### src/rtl/dacpin_map.svh
// Purpose : constants for the converter control pin block
// Assumes : 50 MHz system clock
// Notes   : times are kept in their printed unit, counts derived
`ifndef DACPIN_MAP_SVH
`define DACPIN_MAP_SVH
`define DACPIN_CLK_MHZ        50
`define DACPIN_RST_QUIET_US   100
`define DACPIN_RST_QUIET_CYC  (`DACPIN_RST_QUIET_US * `DACPIN_CLK_MHZ)
`define DACPIN_FRAME_BITS     24
`define DACPIN_CMD_POS        23
`define DACPIN_WR_CMD         1'b0
`define DACPIN_ADDR_HI        22
`define DACPIN_ADDR_LO        16
`define DACPIN_ADDR_DATA      7'h01
`define DACPIN_ADDR_GCFG      7'h02
`define DACPIN_ADDR_SWRST     7'h03
`define DACPIN_SWRST_KEY      16'ha5a5
`define DACPIN_COUPLE_BIT     0
`define DACPIN_DATA_RESET     16'h0000
`define DACPIN_GCFG_RESET     16'h0000
`endif

### src/rtl/dacpin_pkg.sv
// Purpose : shared types for the converter control pin block
// Assumes : nothing
// Notes   : frame layout is command, address, data
package dacpin_pkg;
  typedef struct packed {
    logic       read;
    logic [6:0] addr;
    logic [15:0] data;
  } dacpin_frame_t;

  typedef struct packed {
    logic        clk;
    logic        frame_n;
    logic        din;
    logic        load_n;
  } dacpin_pins_t;
endpackage

### src/rtl/dacpin_sync.sv
// Purpose : two-flop synchroniser for the host pins
// Assumes : pins idle high
// Notes   : first stage is read only by the second stage
`timescale 1ns/100ps
module dacpin_sync (
  // clock and reset
  input  wire logic                  i_clock,
  input  wire logic                  i_reset_n,
  // pins
  input  wire dacpin_pkg::dacpin_pins_t i_pins,
  output dacpin_pkg::dacpin_pins_t      o_pins
);
  dacpin_pkg::dacpin_pins_t stage1;
  dacpin_pkg::dacpin_pins_t stage2;

  always_ff @(posedge i_clock) begin
    if (!i_reset_n) begin
      stage1 <= '1;
      stage2 <= '1;
    end else begin
      stage1 <= i_pins;
      stage2 <= stage1;
    end
  end

  assign o_pins = stage2;
endmodule

### src/rtl/dacpin_ctrl.sv
// Purpose : serial frame capture, load strobe and coupling control
// Assumes : host pins asynchronous, sampled at 50 MHz
// Notes   : serial clock up to about 12 MHz is resolved by sampling
// Summary of operation
// low reset pin fully resets device
// host waits 100 us after reset
// load strobe moves pending data out
// host keeps strobe off near frame end
// modem coupling off until enable bit
// readback shifts out; clock max 15 MHz
// frame low; sample data on falling clock
// write clock up to 50 MHz; the 50 MHz sampling here resolves only about 12 MHz
`timescale 1ns/100ps
`include "dacpin_map.svh"
module dacpin_ctrl (
  // clock and reset (pin reset, active low)
  input  wire logic        i_clock,
  input  wire logic        i_reset_n,
  // serial port pins
  input  wire logic        i_serial_clk,
  input  wire logic        i_frame_n,
  input  wire logic        i_serial_din,
  output logic             o_serial_dout,
  // load strobe pin
  input  wire logic        i_load_output_strobe_n,
  // converter side
  output logic [15:0]      o_output_code,
  output logic             o_modem_coupling_input_connect,
  output logic             o_busy
);
  localparam int RST_QUIET = `DACPIN_RST_QUIET_CYC;

  //////////////////////////////////////////////////////////////////////////////
  dacpin_pkg::dacpin_pins_t pins_s;
  dacpin_pkg::dacpin_pins_t pins_d;
  dacpin_pkg::dacpin_frame_t frame;
  dacpin_pkg::dacpin_pins_t  pins_raw;

  // all four host pins cross together so their relative order survives
  assign pins_raw = '{clk: i_serial_clk, frame_n: i_frame_n, din: i_serial_din,
                      load_n: i_load_output_strobe_n};

  dacpin_sync dacpin_sync_i (
    .i_clock   (i_clock),
    .i_reset_n (i_reset_n),
    .i_pins    (pins_raw),
    .o_pins    (pins_s)
  );

  logic        sclk_fall;
  logic        sclk_rise;
  logic        frame_rise;
  logic        frame_fall;
  assign sclk_fall  = pins_d.clk & ~pins_s.clk;
  assign sclk_rise  = ~pins_d.clk & pins_s.clk;
  assign frame_rise = ~pins_d.frame_n & pins_s.frame_n;
  assign frame_fall = pins_d.frame_n & ~pins_s.frame_n;

  //////////////////////////////////////////////////////////////////////////////
  // state registers
  logic [23:0] shift_in;
  logic [4:0]  bit_cnt;
  logic [15:0] pending;
  logic [15:0] out_code;
  logic [15:0] gcfg;
  logic [15:0] shift_out;
  logic        rd_armed;
  logic        dout;
  logic [12:0] quiet_cnt;
  logic        soft_rst;

  logic [23:0] next_shift_in;
  logic [4:0]  next_bit_cnt;
  logic [15:0] next_pending;
  logic [15:0] next_out_code;
  logic [15:0] next_gcfg;
  logic [15:0] next_shift_out;
  logic        next_rd_armed;
  logic        next_dout;
  logic [12:0] next_quiet_cnt;
  logic        next_soft_rst;

  function automatic logic [15:0] reg_value(input logic [6:0] addr,
                                            input logic [15:0] p,
                                            input logic [15:0] g);
    case (addr)
      `DACPIN_ADDR_DATA: reg_value = p;
      `DACPIN_ADDR_GCFG: reg_value = g;
      default:           reg_value = 16'h0000;
    endcase
  endfunction

  always_comb begin
    next_shift_in  = shift_in;
    next_bit_cnt   = bit_cnt;
    next_pending   = pending;
    next_out_code  = out_code;
    next_gcfg      = gcfg;
    next_shift_out = shift_out;
    next_rd_armed  = rd_armed;
    next_dout      = dout;
    next_soft_rst  = 1'b0;
    next_quiet_cnt = (quiet_cnt != 13'h0000) ? quiet_cnt - 13'h0001 : quiet_cnt;
    frame          = shift_in;
    if (frame_fall) begin
      next_bit_cnt = 5'h00;
      if (rd_armed) begin
        next_dout = shift_out[15];
      end
    end
    // falling-edge capture
    // a fall in the frame's first cycle must count from zero, not the old count
    if (!pins_s.frame_n && sclk_fall && next_bit_cnt < 5'(`DACPIN_FRAME_BITS)) begin
      next_shift_in = {shift_in[22:0], pins_s.din};
      next_bit_cnt  = next_bit_cnt + 5'h01;
    end
    // readback shift out
    if (!pins_s.frame_n && rd_armed && sclk_rise) begin
      next_shift_out = {shift_out[14:0], 1'b0};
      next_dout      = shift_out[14];
    end
    if (frame_rise) begin
      next_dout     = 1'b0;
      next_rd_armed = 1'b0;
      if (bit_cnt == 5'(`DACPIN_FRAME_BITS)) begin
        if (frame.read) begin
          next_shift_out = reg_value(frame.addr, pending, gcfg);
          next_rd_armed  = 1'b1;
        end else begin
          case (frame.addr)
            `DACPIN_ADDR_DATA:  next_pending = frame.data;
            // coupling enable bit
            `DACPIN_ADDR_GCFG:  next_gcfg = frame.data;
            `DACPIN_ADDR_SWRST: next_soft_rst = (frame.data == `DACPIN_SWRST_KEY);
            default: ;
          endcase
        end
      end
    end
    // strobe loads output
    if (!pins_s.load_n) begin
      next_out_code = pending;
    end
  end

  always_ff @(posedge i_clock) begin
    // full reset
    if (!i_reset_n || soft_rst) begin
      shift_in  <= 24'h000000;
      bit_cnt   <= 5'h00;
      pending   <= `DACPIN_DATA_RESET;
      out_code  <= `DACPIN_DATA_RESET;
      gcfg      <= `DACPIN_GCFG_RESET;
      shift_out <= 16'h0000;
      rd_armed  <= 1'b0;
      dout      <= 1'b0;
      quiet_cnt <= 13'(RST_QUIET);
      soft_rst  <= 1'b0;
      pins_d    <= '1;
    end else begin
      shift_in  <= next_shift_in;
      bit_cnt   <= next_bit_cnt;
      pending   <= next_pending;
      out_code  <= next_out_code;
      gcfg      <= next_gcfg;
      shift_out <= next_shift_out;
      rd_armed  <= next_rd_armed;
      dout      <= next_dout;
      quiet_cnt <= next_quiet_cnt;
      soft_rst  <= next_soft_rst;
      pins_d    <= pins_s;
    end
  end

  // quiet time indicator; host must not send while busy
  assign o_busy                         = (quiet_cnt != 13'h0000);
  assign o_serial_dout                  = dout;
  assign o_output_code                  = out_code;
  assign o_modem_coupling_input_connect = gcfg[`DACPIN_COUPLE_BIT];

  //////////////////////////////////////////////////////////////////////////////
  coupling_reset_a: assert property (@(posedge i_clock)
    !i_reset_n |=> !o_modem_coupling_input_connect)
    else $error("coupling not off after reset");
  output_reset_a: assert property (@(posedge i_clock)
    !i_reset_n |=> o_output_code == 16'h0000 && !o_serial_dout)
    else $error("output not cleared by reset");
  load_moves_a: assert property (@(posedge i_clock) disable iff (!i_reset_n)
    !pins_s.load_n && !soft_rst |=> o_output_code == $past(pending))
    else $error("load did not move pending data");
  hold_no_load_a: assert property (@(posedge i_clock) disable iff (!i_reset_n)
    pins_s.load_n && !soft_rst |=> $stable(o_output_code))
    else $error("output changed without load");
  capture_fall_a: assert property (@(posedge i_clock) disable iff (!i_reset_n)
    !pins_s.frame_n && sclk_fall && bit_cnt < 5'(`DACPIN_FRAME_BITS) && !soft_rst
      |=> shift_in[0] == $past(pins_s.din))
    else $error("data not captured on falling clock");
  no_capture_idle_a: assert property (@(posedge i_clock) disable iff (!i_reset_n)
    pins_s.frame_n && !frame_fall && !soft_rst |=> $stable(shift_in))
    else $error("data captured outside frame");
  quiet_time_a: assert property (@(posedge i_clock)
    !i_reset_n ##1 i_reset_n [*8] |-> o_busy)
    else $error("quiet indicator dropped early");
  readback_shift_a: assert property (@(posedge i_clock) disable iff (!i_reset_n)
    rd_armed && !pins_s.frame_n && sclk_rise && !frame_rise && !soft_rst
      |=> o_serial_dout == $past(shift_out[14]))
    else $error("readback bit wrong");
  soft_reset_busy_a: assert property (@(posedge i_clock) disable iff (!i_reset_n)
    soft_rst |=> o_busy && o_output_code == 16'h0000 && !o_modem_coupling_input_connect)
    else $error("software reset did not restart quiet time");
  short_frame_a: assert property (@(posedge i_clock) disable iff (!i_reset_n)
    frame_rise && bit_cnt != 5'(`DACPIN_FRAME_BITS) && !soft_rst
      |=> $stable(pending) && $stable(gcfg) && !rd_armed)
    else $error("frame with wrong bit count acted on");
  couple_write_a: assert property (@(posedge i_clock) disable iff (!i_reset_n)
    frame_rise && bit_cnt == 5'(`DACPIN_FRAME_BITS)
      && shift_in[`DACPIN_CMD_POS] == `DACPIN_WR_CMD
      && shift_in[`DACPIN_ADDR_HI:`DACPIN_ADDR_LO] == `DACPIN_ADDR_GCFG && !soft_rst
      |=> o_modem_coupling_input_connect == $past(shift_in[`DACPIN_COUPLE_BIT]))
    else $error("coupling bit not taken from config write");
  dout_idle_a: assert property (@(posedge i_clock) disable iff (!i_reset_n)
    pins_s.frame_n |=> !o_serial_dout)
    else $error("readback line driven outside frame");
endmodule

### config.mk
export PLATFORM = sky130hd
export DESIGN_NAME = dacpin_ctrl
export DESIGN_NICKNAME = d
export VERILOG_FILES = /design/src/rtl/dacpin_pkg.sv /design/src/rtl/dacpin_sync.sv /design/src/rtl/dacpin_ctrl.sv
export VERILOG_INCLUDE_DIRS = /design/src /design/src/rtl
export SDC_FILE = /design/constraint.sdc
export NUM_CORES = 1
export LEC_CHECK = 0
export BUFFER_PORTS_ARGS = -buffer_cell sky130_fd_sc_hd__buf_2
export CAP_MARGIN = 20
export CORE_AREA = 4 4 95 97
export DETAILED_ROUTE_END_ITERATION = 16
export DIE_AREA = 0 0 99 101
export PLACE_DENSITY = 0.75
export SYNTH_ARGS = -nofsm -noshare
export SYNTH_HDL_FRONTEND = slang
export SYNTH_SLANG_ARGS = --single-unit
### constraint.sdc
create_clock -name i_clock -period 3.5 [get_ports i_clock]
set_clock_uncertainty 0.15 [all_clocks]
set_input_delay 0.525 -clock i_clock [delete_from_list [all_inputs] [get_ports i_clock]]
set_output_delay 0.525 -clock i_clock [all_outputs]
set_load 0.02 [all_outputs]
==> impl_metrics.ini, run 1 <==
[sta]
hold_viol_final = 0
post-route-period-util_pct = 85.5
finalSetupViolations = 0
fmax_mhz = 334
rsz0062_at_grt = false
fin_tns_setup_ns = 0
maxSlewViolCount = 0
whs_ns = 0.0375
slew_headroom_pct = 31.3
min_period_ns = 2.99
max_slew.worst_pin.slew_ns = 1.03

[routing]
dr_wl_met3_um = 287
ant_nets = 0
drt-initial-drc-count = 241
highest_layer = met4
routed_wl_um = 10500
vias = 3932
dr.pass1.iters = 5
m1WireLength_um = 4670
drcViolationCount = 0
drt-wirelength-per-cell_um = 15.6
dr_wl_met2_um = 5340
vias_per_cell = 5.86

[final_layout]
drive_above_1_share_pct = 12.4
syn_to_final_growth_pct = 15.6
utilization_pct = 68.7
antennaDiodeCount = 0
final_common_cell = dfxtp_1
final_cell_mix = 119 x dfxtp_1, 88 x nand2_1, 58 x a21oi_1, 50 x nor2_1, 40 x mux2i_1
finalNetCount = 562

[worst_setup_path]
cp.required_ns = 2.82
worstSetupPathType = reg2out
crit_buf_inv = 3
path_max_fanout = 9
start_kind = flop
slowest_stage = and4_1
r2r-end = pending[4]
path_delay_family = simple AND/OR/NAND/NOR gates
timing.rr.start = dacpin_sync_i.o_pins[2]
cp-end-kind = primary output
cp_slowest_stage_delay_ns = 0.46
path_cells = inv_1, ha_1, nor4b_1, and4_1, inv_2, buf_2
setup.reg_to_reg.worst_slack_ns = 1.24
arrival_ns = 2.32
rr_worst_depth = 4

[die]
ios = 25
fp.dieArea_sq_um = 10000
num_rows = 33
start_util_pct = 59.4
fp.dieW_um = 99
die_h_um = 101
core_sq_um = 8130

[global_routing]
grt_first_pass_wirelength_um = 17900
overflow = 0
grt_use_total_pct = 22.4
antenna_found_initial = 0
grt_pass1_vias = 3722
grt_max_degree = 70

[outcome]
status = finished, final reports clean

[clock_tree]
cts_hold_buf = 0
htree_levels = 4
cts_setup_buffers = 0
cts.sinks = 119
clockBufferDepth = 2
cts_tree = done
clkTransAtPathRegs_ns = 0.06
worstSkewPairLatency_ns = 0.51
clock_tree.root_cell = clkbuf_8
cts-resized-gates = 0
cts_buffers = 17

[synth]
async_flop_share_pct = 0
yosysSeqAreaShare_pct = 49.3
postSynthCellCount = 542
synth_seq_cells = 119
synth-edff-count = 0
syn_avg_cell_area_sq_um = 8.92
syn_nets = 551
ys_types = 48
yosys_warnings = 0
synthFlopType = dfxtp_1
netlist_area_sq_um = 4830

[placement]
dp_hpwl_um = 6620
place.gp.congestion = 0.803
portBuffers = 24

[worst_hold_path]
hold_path_depth = 2
hold_class = in2reg
whs_endpoint = dacpin_sync_i.stage1[0]
worstHoldStart = i_load_output_strobe_n

[power]
ir_drop_v = 0.000341
p_leak_nw = 2.27
total_power_mw = 3.20
power_density_nw_per_um2 = 573

[job]
cap_violations = 0
## power breakdown
part / switching (mW) / total, mW / leakage [nW] / internal (mW)
Combinational: 0.0473 / 0.0765 / 1.02 / 0.0292
Sequential: 0.0168 / 1.39 / 0.962 / 1.37
Clock: 0.628 / 1.74 / 0.288 / 1.11
Total: 0.692 / 3.20 / 2.27 / 2.51
## per-stage QoR
step           cell area (sq um)  instances  setup WS [ns]
5_1_grt                     5590        671          0.271
4_1_cts                     5590        671          0.521
2_1_floorplan               4830        542           1.49
6_report                    5590        671          0.506
3_5_place_dp                4980        639           1.08
3_3_place_gp                4980        639           1.22
## cell type report
cell class	instances	area [sq um]
sequential	119	2380
timing repair buffer	30	165
inverter	6	22.5
fill	608	2550
multi-input combinational	379	2280
clock inverter	14	175
tap	105	131
clock buffer	18	428
## logic make-up after synthesis
group	synth area share (%)
adders and majority gates	0.777
DFF	49.3
muxes	8.28
AOI/OAI and AO/OA	13.7
xor gates and xnor gates	1.09
and+or+nand+nor	23.1
buffers and inverters	3.75
## cells in the mapped netlist (3+ instances only)
cell	instances	area [sq um]
ha_1	3	37.5
nand2b_1	13	81.3
a21oi_1	58	290
clkbuf_1	28	105
a211oi_1	3	22.5
nand2_1	88	330
and3_1	4	25.0
mux2i_1	40	400
or3_1	4	25.0
dfxtp_1	119	2380
nand3_1	25	125
buf_2	7	35.0
nor2_1	50	188
nor3_1	4	20.0
nor4_1	4	25.0
a22o_1	15	131
xnor2_1	4	35.0
nor4b_1	5	43.8
nor2b_1	3	18.8
a311oi_1	14	123
inv_1	5	18.8
or4_1	7	52.6
o21ai_0	6	30.0
## per-layer routing
metal | track usage, % | vias to the layer above
li1 | - | 1934
met1 | 27.5 | 1911
met2 | 37.6 | 70
met3 | 5.47 | 17
met4 | 9.45 | 0
met5 | 0 | -
## how the worst max path moves through the flow
stage	slack (ns)	from	to	cells after the start
finish	0.51	quiet_cnt[0]	o_busy	6
global route	0.27	quiet_cnt[0]	o_busy	6
CTS	0.52	quiet_cnt[0]	o_busy	6
detailed placement	1.08	quiet_cnt[0]	o_busy	6
global placement	1.22	quiet_cnt[0]	o_busy	6
floorplan	1.49	quiet_cnt[0]	quiet_cnt[6]	7
## flip-flops by register name, summed over array words and instances (netlist names)
signal and flops:
dacpin_sync_i.stage1 4, gcfg 16, pending 16, frame 24
o_serial_dout 1, dacpin_sync_i.o_pins 4, bit_cnt 5, o_output_code 16
quiet_cnt 13, soft_rst 1, rd_armed 1, shift_out 16
pins_d 2
Note: power is estimated with default switching activity, not from simulation.
==> run 2: changes to the inputs <==
- CELL_PAD_IN_SITES_DETAIL_PLACEMENT: default -> 0
- CELL_PAD_IN_SITES_GLOBAL_PLACEMENT: default -> 1
- CORE_AREA: 4 4 95 97 -> 4 4 104 106
- DIE_AREA: 0 0 99 101 -> 0 0 108 110
- PLACE_DENSITY: 0.75 -> 0.8
==> impl_metrics.ini, run 2 (same netlist as run 1, synthesis figures left out) <==
[outcome]
status = finished, final reports clean

[die]
num_rows = 36
start_util_pct = 49.4
ios = 25
fp.dieW_um = 108
die_h_um = 110
fp.dieArea_sq_um = 11900
core_sq_um = 9770

[worst_setup_path]
start_kind = flop
rr_worst_depth = 7
cp-end-kind = primary output
cp.required_ns = 2.82
arrival_ns = 2.40
critical_path.endpoint = o_busy
worstSetupPathType = reg2out
crit_start = quiet_cnt[0]
setup.reg_to_reg.worst_slack_ns = 1.25
path_max_fanout = 9
r2r-end = quiet_cnt[8]
timing.rr.start = quiet_cnt[0]

[final_layout]
final_cell_mix = 119 x dfxtp_1, 88 x nand2_1, 58 x a21oi_1, 50 x nor2_1, 40 x mux2i_1
final_common_cell = dfxtp_1
syn_to_final_growth_pct = 15.7
finalNetCount = 562
largest_reg_flops = 24
antennaDiodeCount = 0
utilization_pct = 57.2
drive_above_1_share_pct = 11.8
fin_area_sq_um = 5590
fillers = 888

[routing]
dr.pass1.iters = 4
vias = 3872
drt-wirelength-per-cell_um = 15.7
drcViolationCount = 0
drt-initial-drc-count = 161
ant_nets = 0
vias_per_cell = 5.54
routed_wl_um = 11000

[sta]
max_slew.worst_pin.slew_ns = 1.00
fmax_mhz = 325
slew_headroom_pct = 33.0
post-route-period-util_pct = 88.0
fin_tns_setup_ns = 0
finalSetupViolations = 0
maxSlewViolCount = 0
min_period_ns = 3.08
hold_viol_final = 0
rsz0062_at_grt = false

[worst_hold_path]
hold_class = in2reg

[clock_tree]
cts_hold_buf = 0
worstSkewPairLatency_ns = 0.52
cts_setup_buffers = 0
cts.sinks = 119
cts-resized-gates = 0
htree_levels = 4
clock_tree.root_cell = clkbuf_8
cts_tree = done
clockBufferDepth = 2
clkTransAtPathRegs_ns = 0.06
cts_buffers = 17

[global_routing]
grt_use_total_pct = 19.8
antenna_found_initial = 0
grt_pass1_vias = 3682
overflow = 0
grt_max_degree = 69
grt_first_pass_wirelength_um = 18300

[placement]
postPlaceCellArea_sq_um = 5020
dp_hpwl_um = 6900
portBuffers = 24
place.gp.congestion = 0.781

[job]
cap_violations = 0

[power]
power_density_nw_per_um2 = 562
p_leak_nw = 2.26
total_power_mw = 3.14
ir_drop_v = 0.000444
run 2: cell count changes in the layout (fill, tap and decap cells not counted):
cell        previous run  this run
inv_6                  2         0
bufinv_16              3         2
clkinv_4               4         0
clkbuf_1               0         3
clkbuf_8               2         5
clkinv_2               2         4
clkinvlp_4             3         2
run 2: per-layer routing:
layer  track usage (%)  routed length (um)  up-vias
met5                 0                   0        -
met4              7.03                 177        0
met3              6.17                 506       11
met2              31.9                5210       83
met1              25.3                5070     1844
li1                  -                   -     1934
run 2: where the power goes:
part,switching [mW],internal (mW)
logic,0.0495,0.0296
registers,0.0168,1.37
clock network,0.592,1.08
run 2: worst max-delay path, stage by stage (launching register included):
cell	delay, ns
dfxtp_1	0.32
inv_1	0.11
ha_1	0.17
nor4b_1	0.48
and4_1	0.49
inv_2	0.13
buf_2	0.18
run 2: worst min path at each step:
stage | startpoint | to | cells after the start
2_1_floorplan | dacpin_sync_i.stage1[0] | dacpin_sync_i.o_pins[0] | 1
3_3_place_gp | dacpin_sync_i.stage1[0] | dacpin_sync_i.o_pins[0] | 1
3_5_place_dp | dacpin_sync_i.stage1[0] | dacpin_sync_i.o_pins[0] | 1
4_1_cts | i_frame_n | dacpin_sync_i.stage1[2] | 2
5_1_grt | i_frame_n | dacpin_sync_i.stage1[2] | 2
6_report | i_serial_din | dacpin_sync_i.stage1[1] | 2
run 2: through the flow:
step	cells	hold slack (ns)	worst slack (ns)
global route	699	0.0462	0.252
detailed placement	667	0.242	1.00
CTS	699	0.0472	0.445
global placement	667	0.241	1.18
finish	699	0.0576	0.421
floorplan	542	0.236	1.49
run 2: layout make-up:
type	count	area [sq um]	area share [%]
multi-input cells	379	2280	40.8
clock buffers	24	480	8.59
well taps	133	166	2.97
clock inverters	8	95.1	1.70
flip-flops and latches	119	2380	42.6
inverters	6	22.5	0.403
repair buffers	30	165	2.95
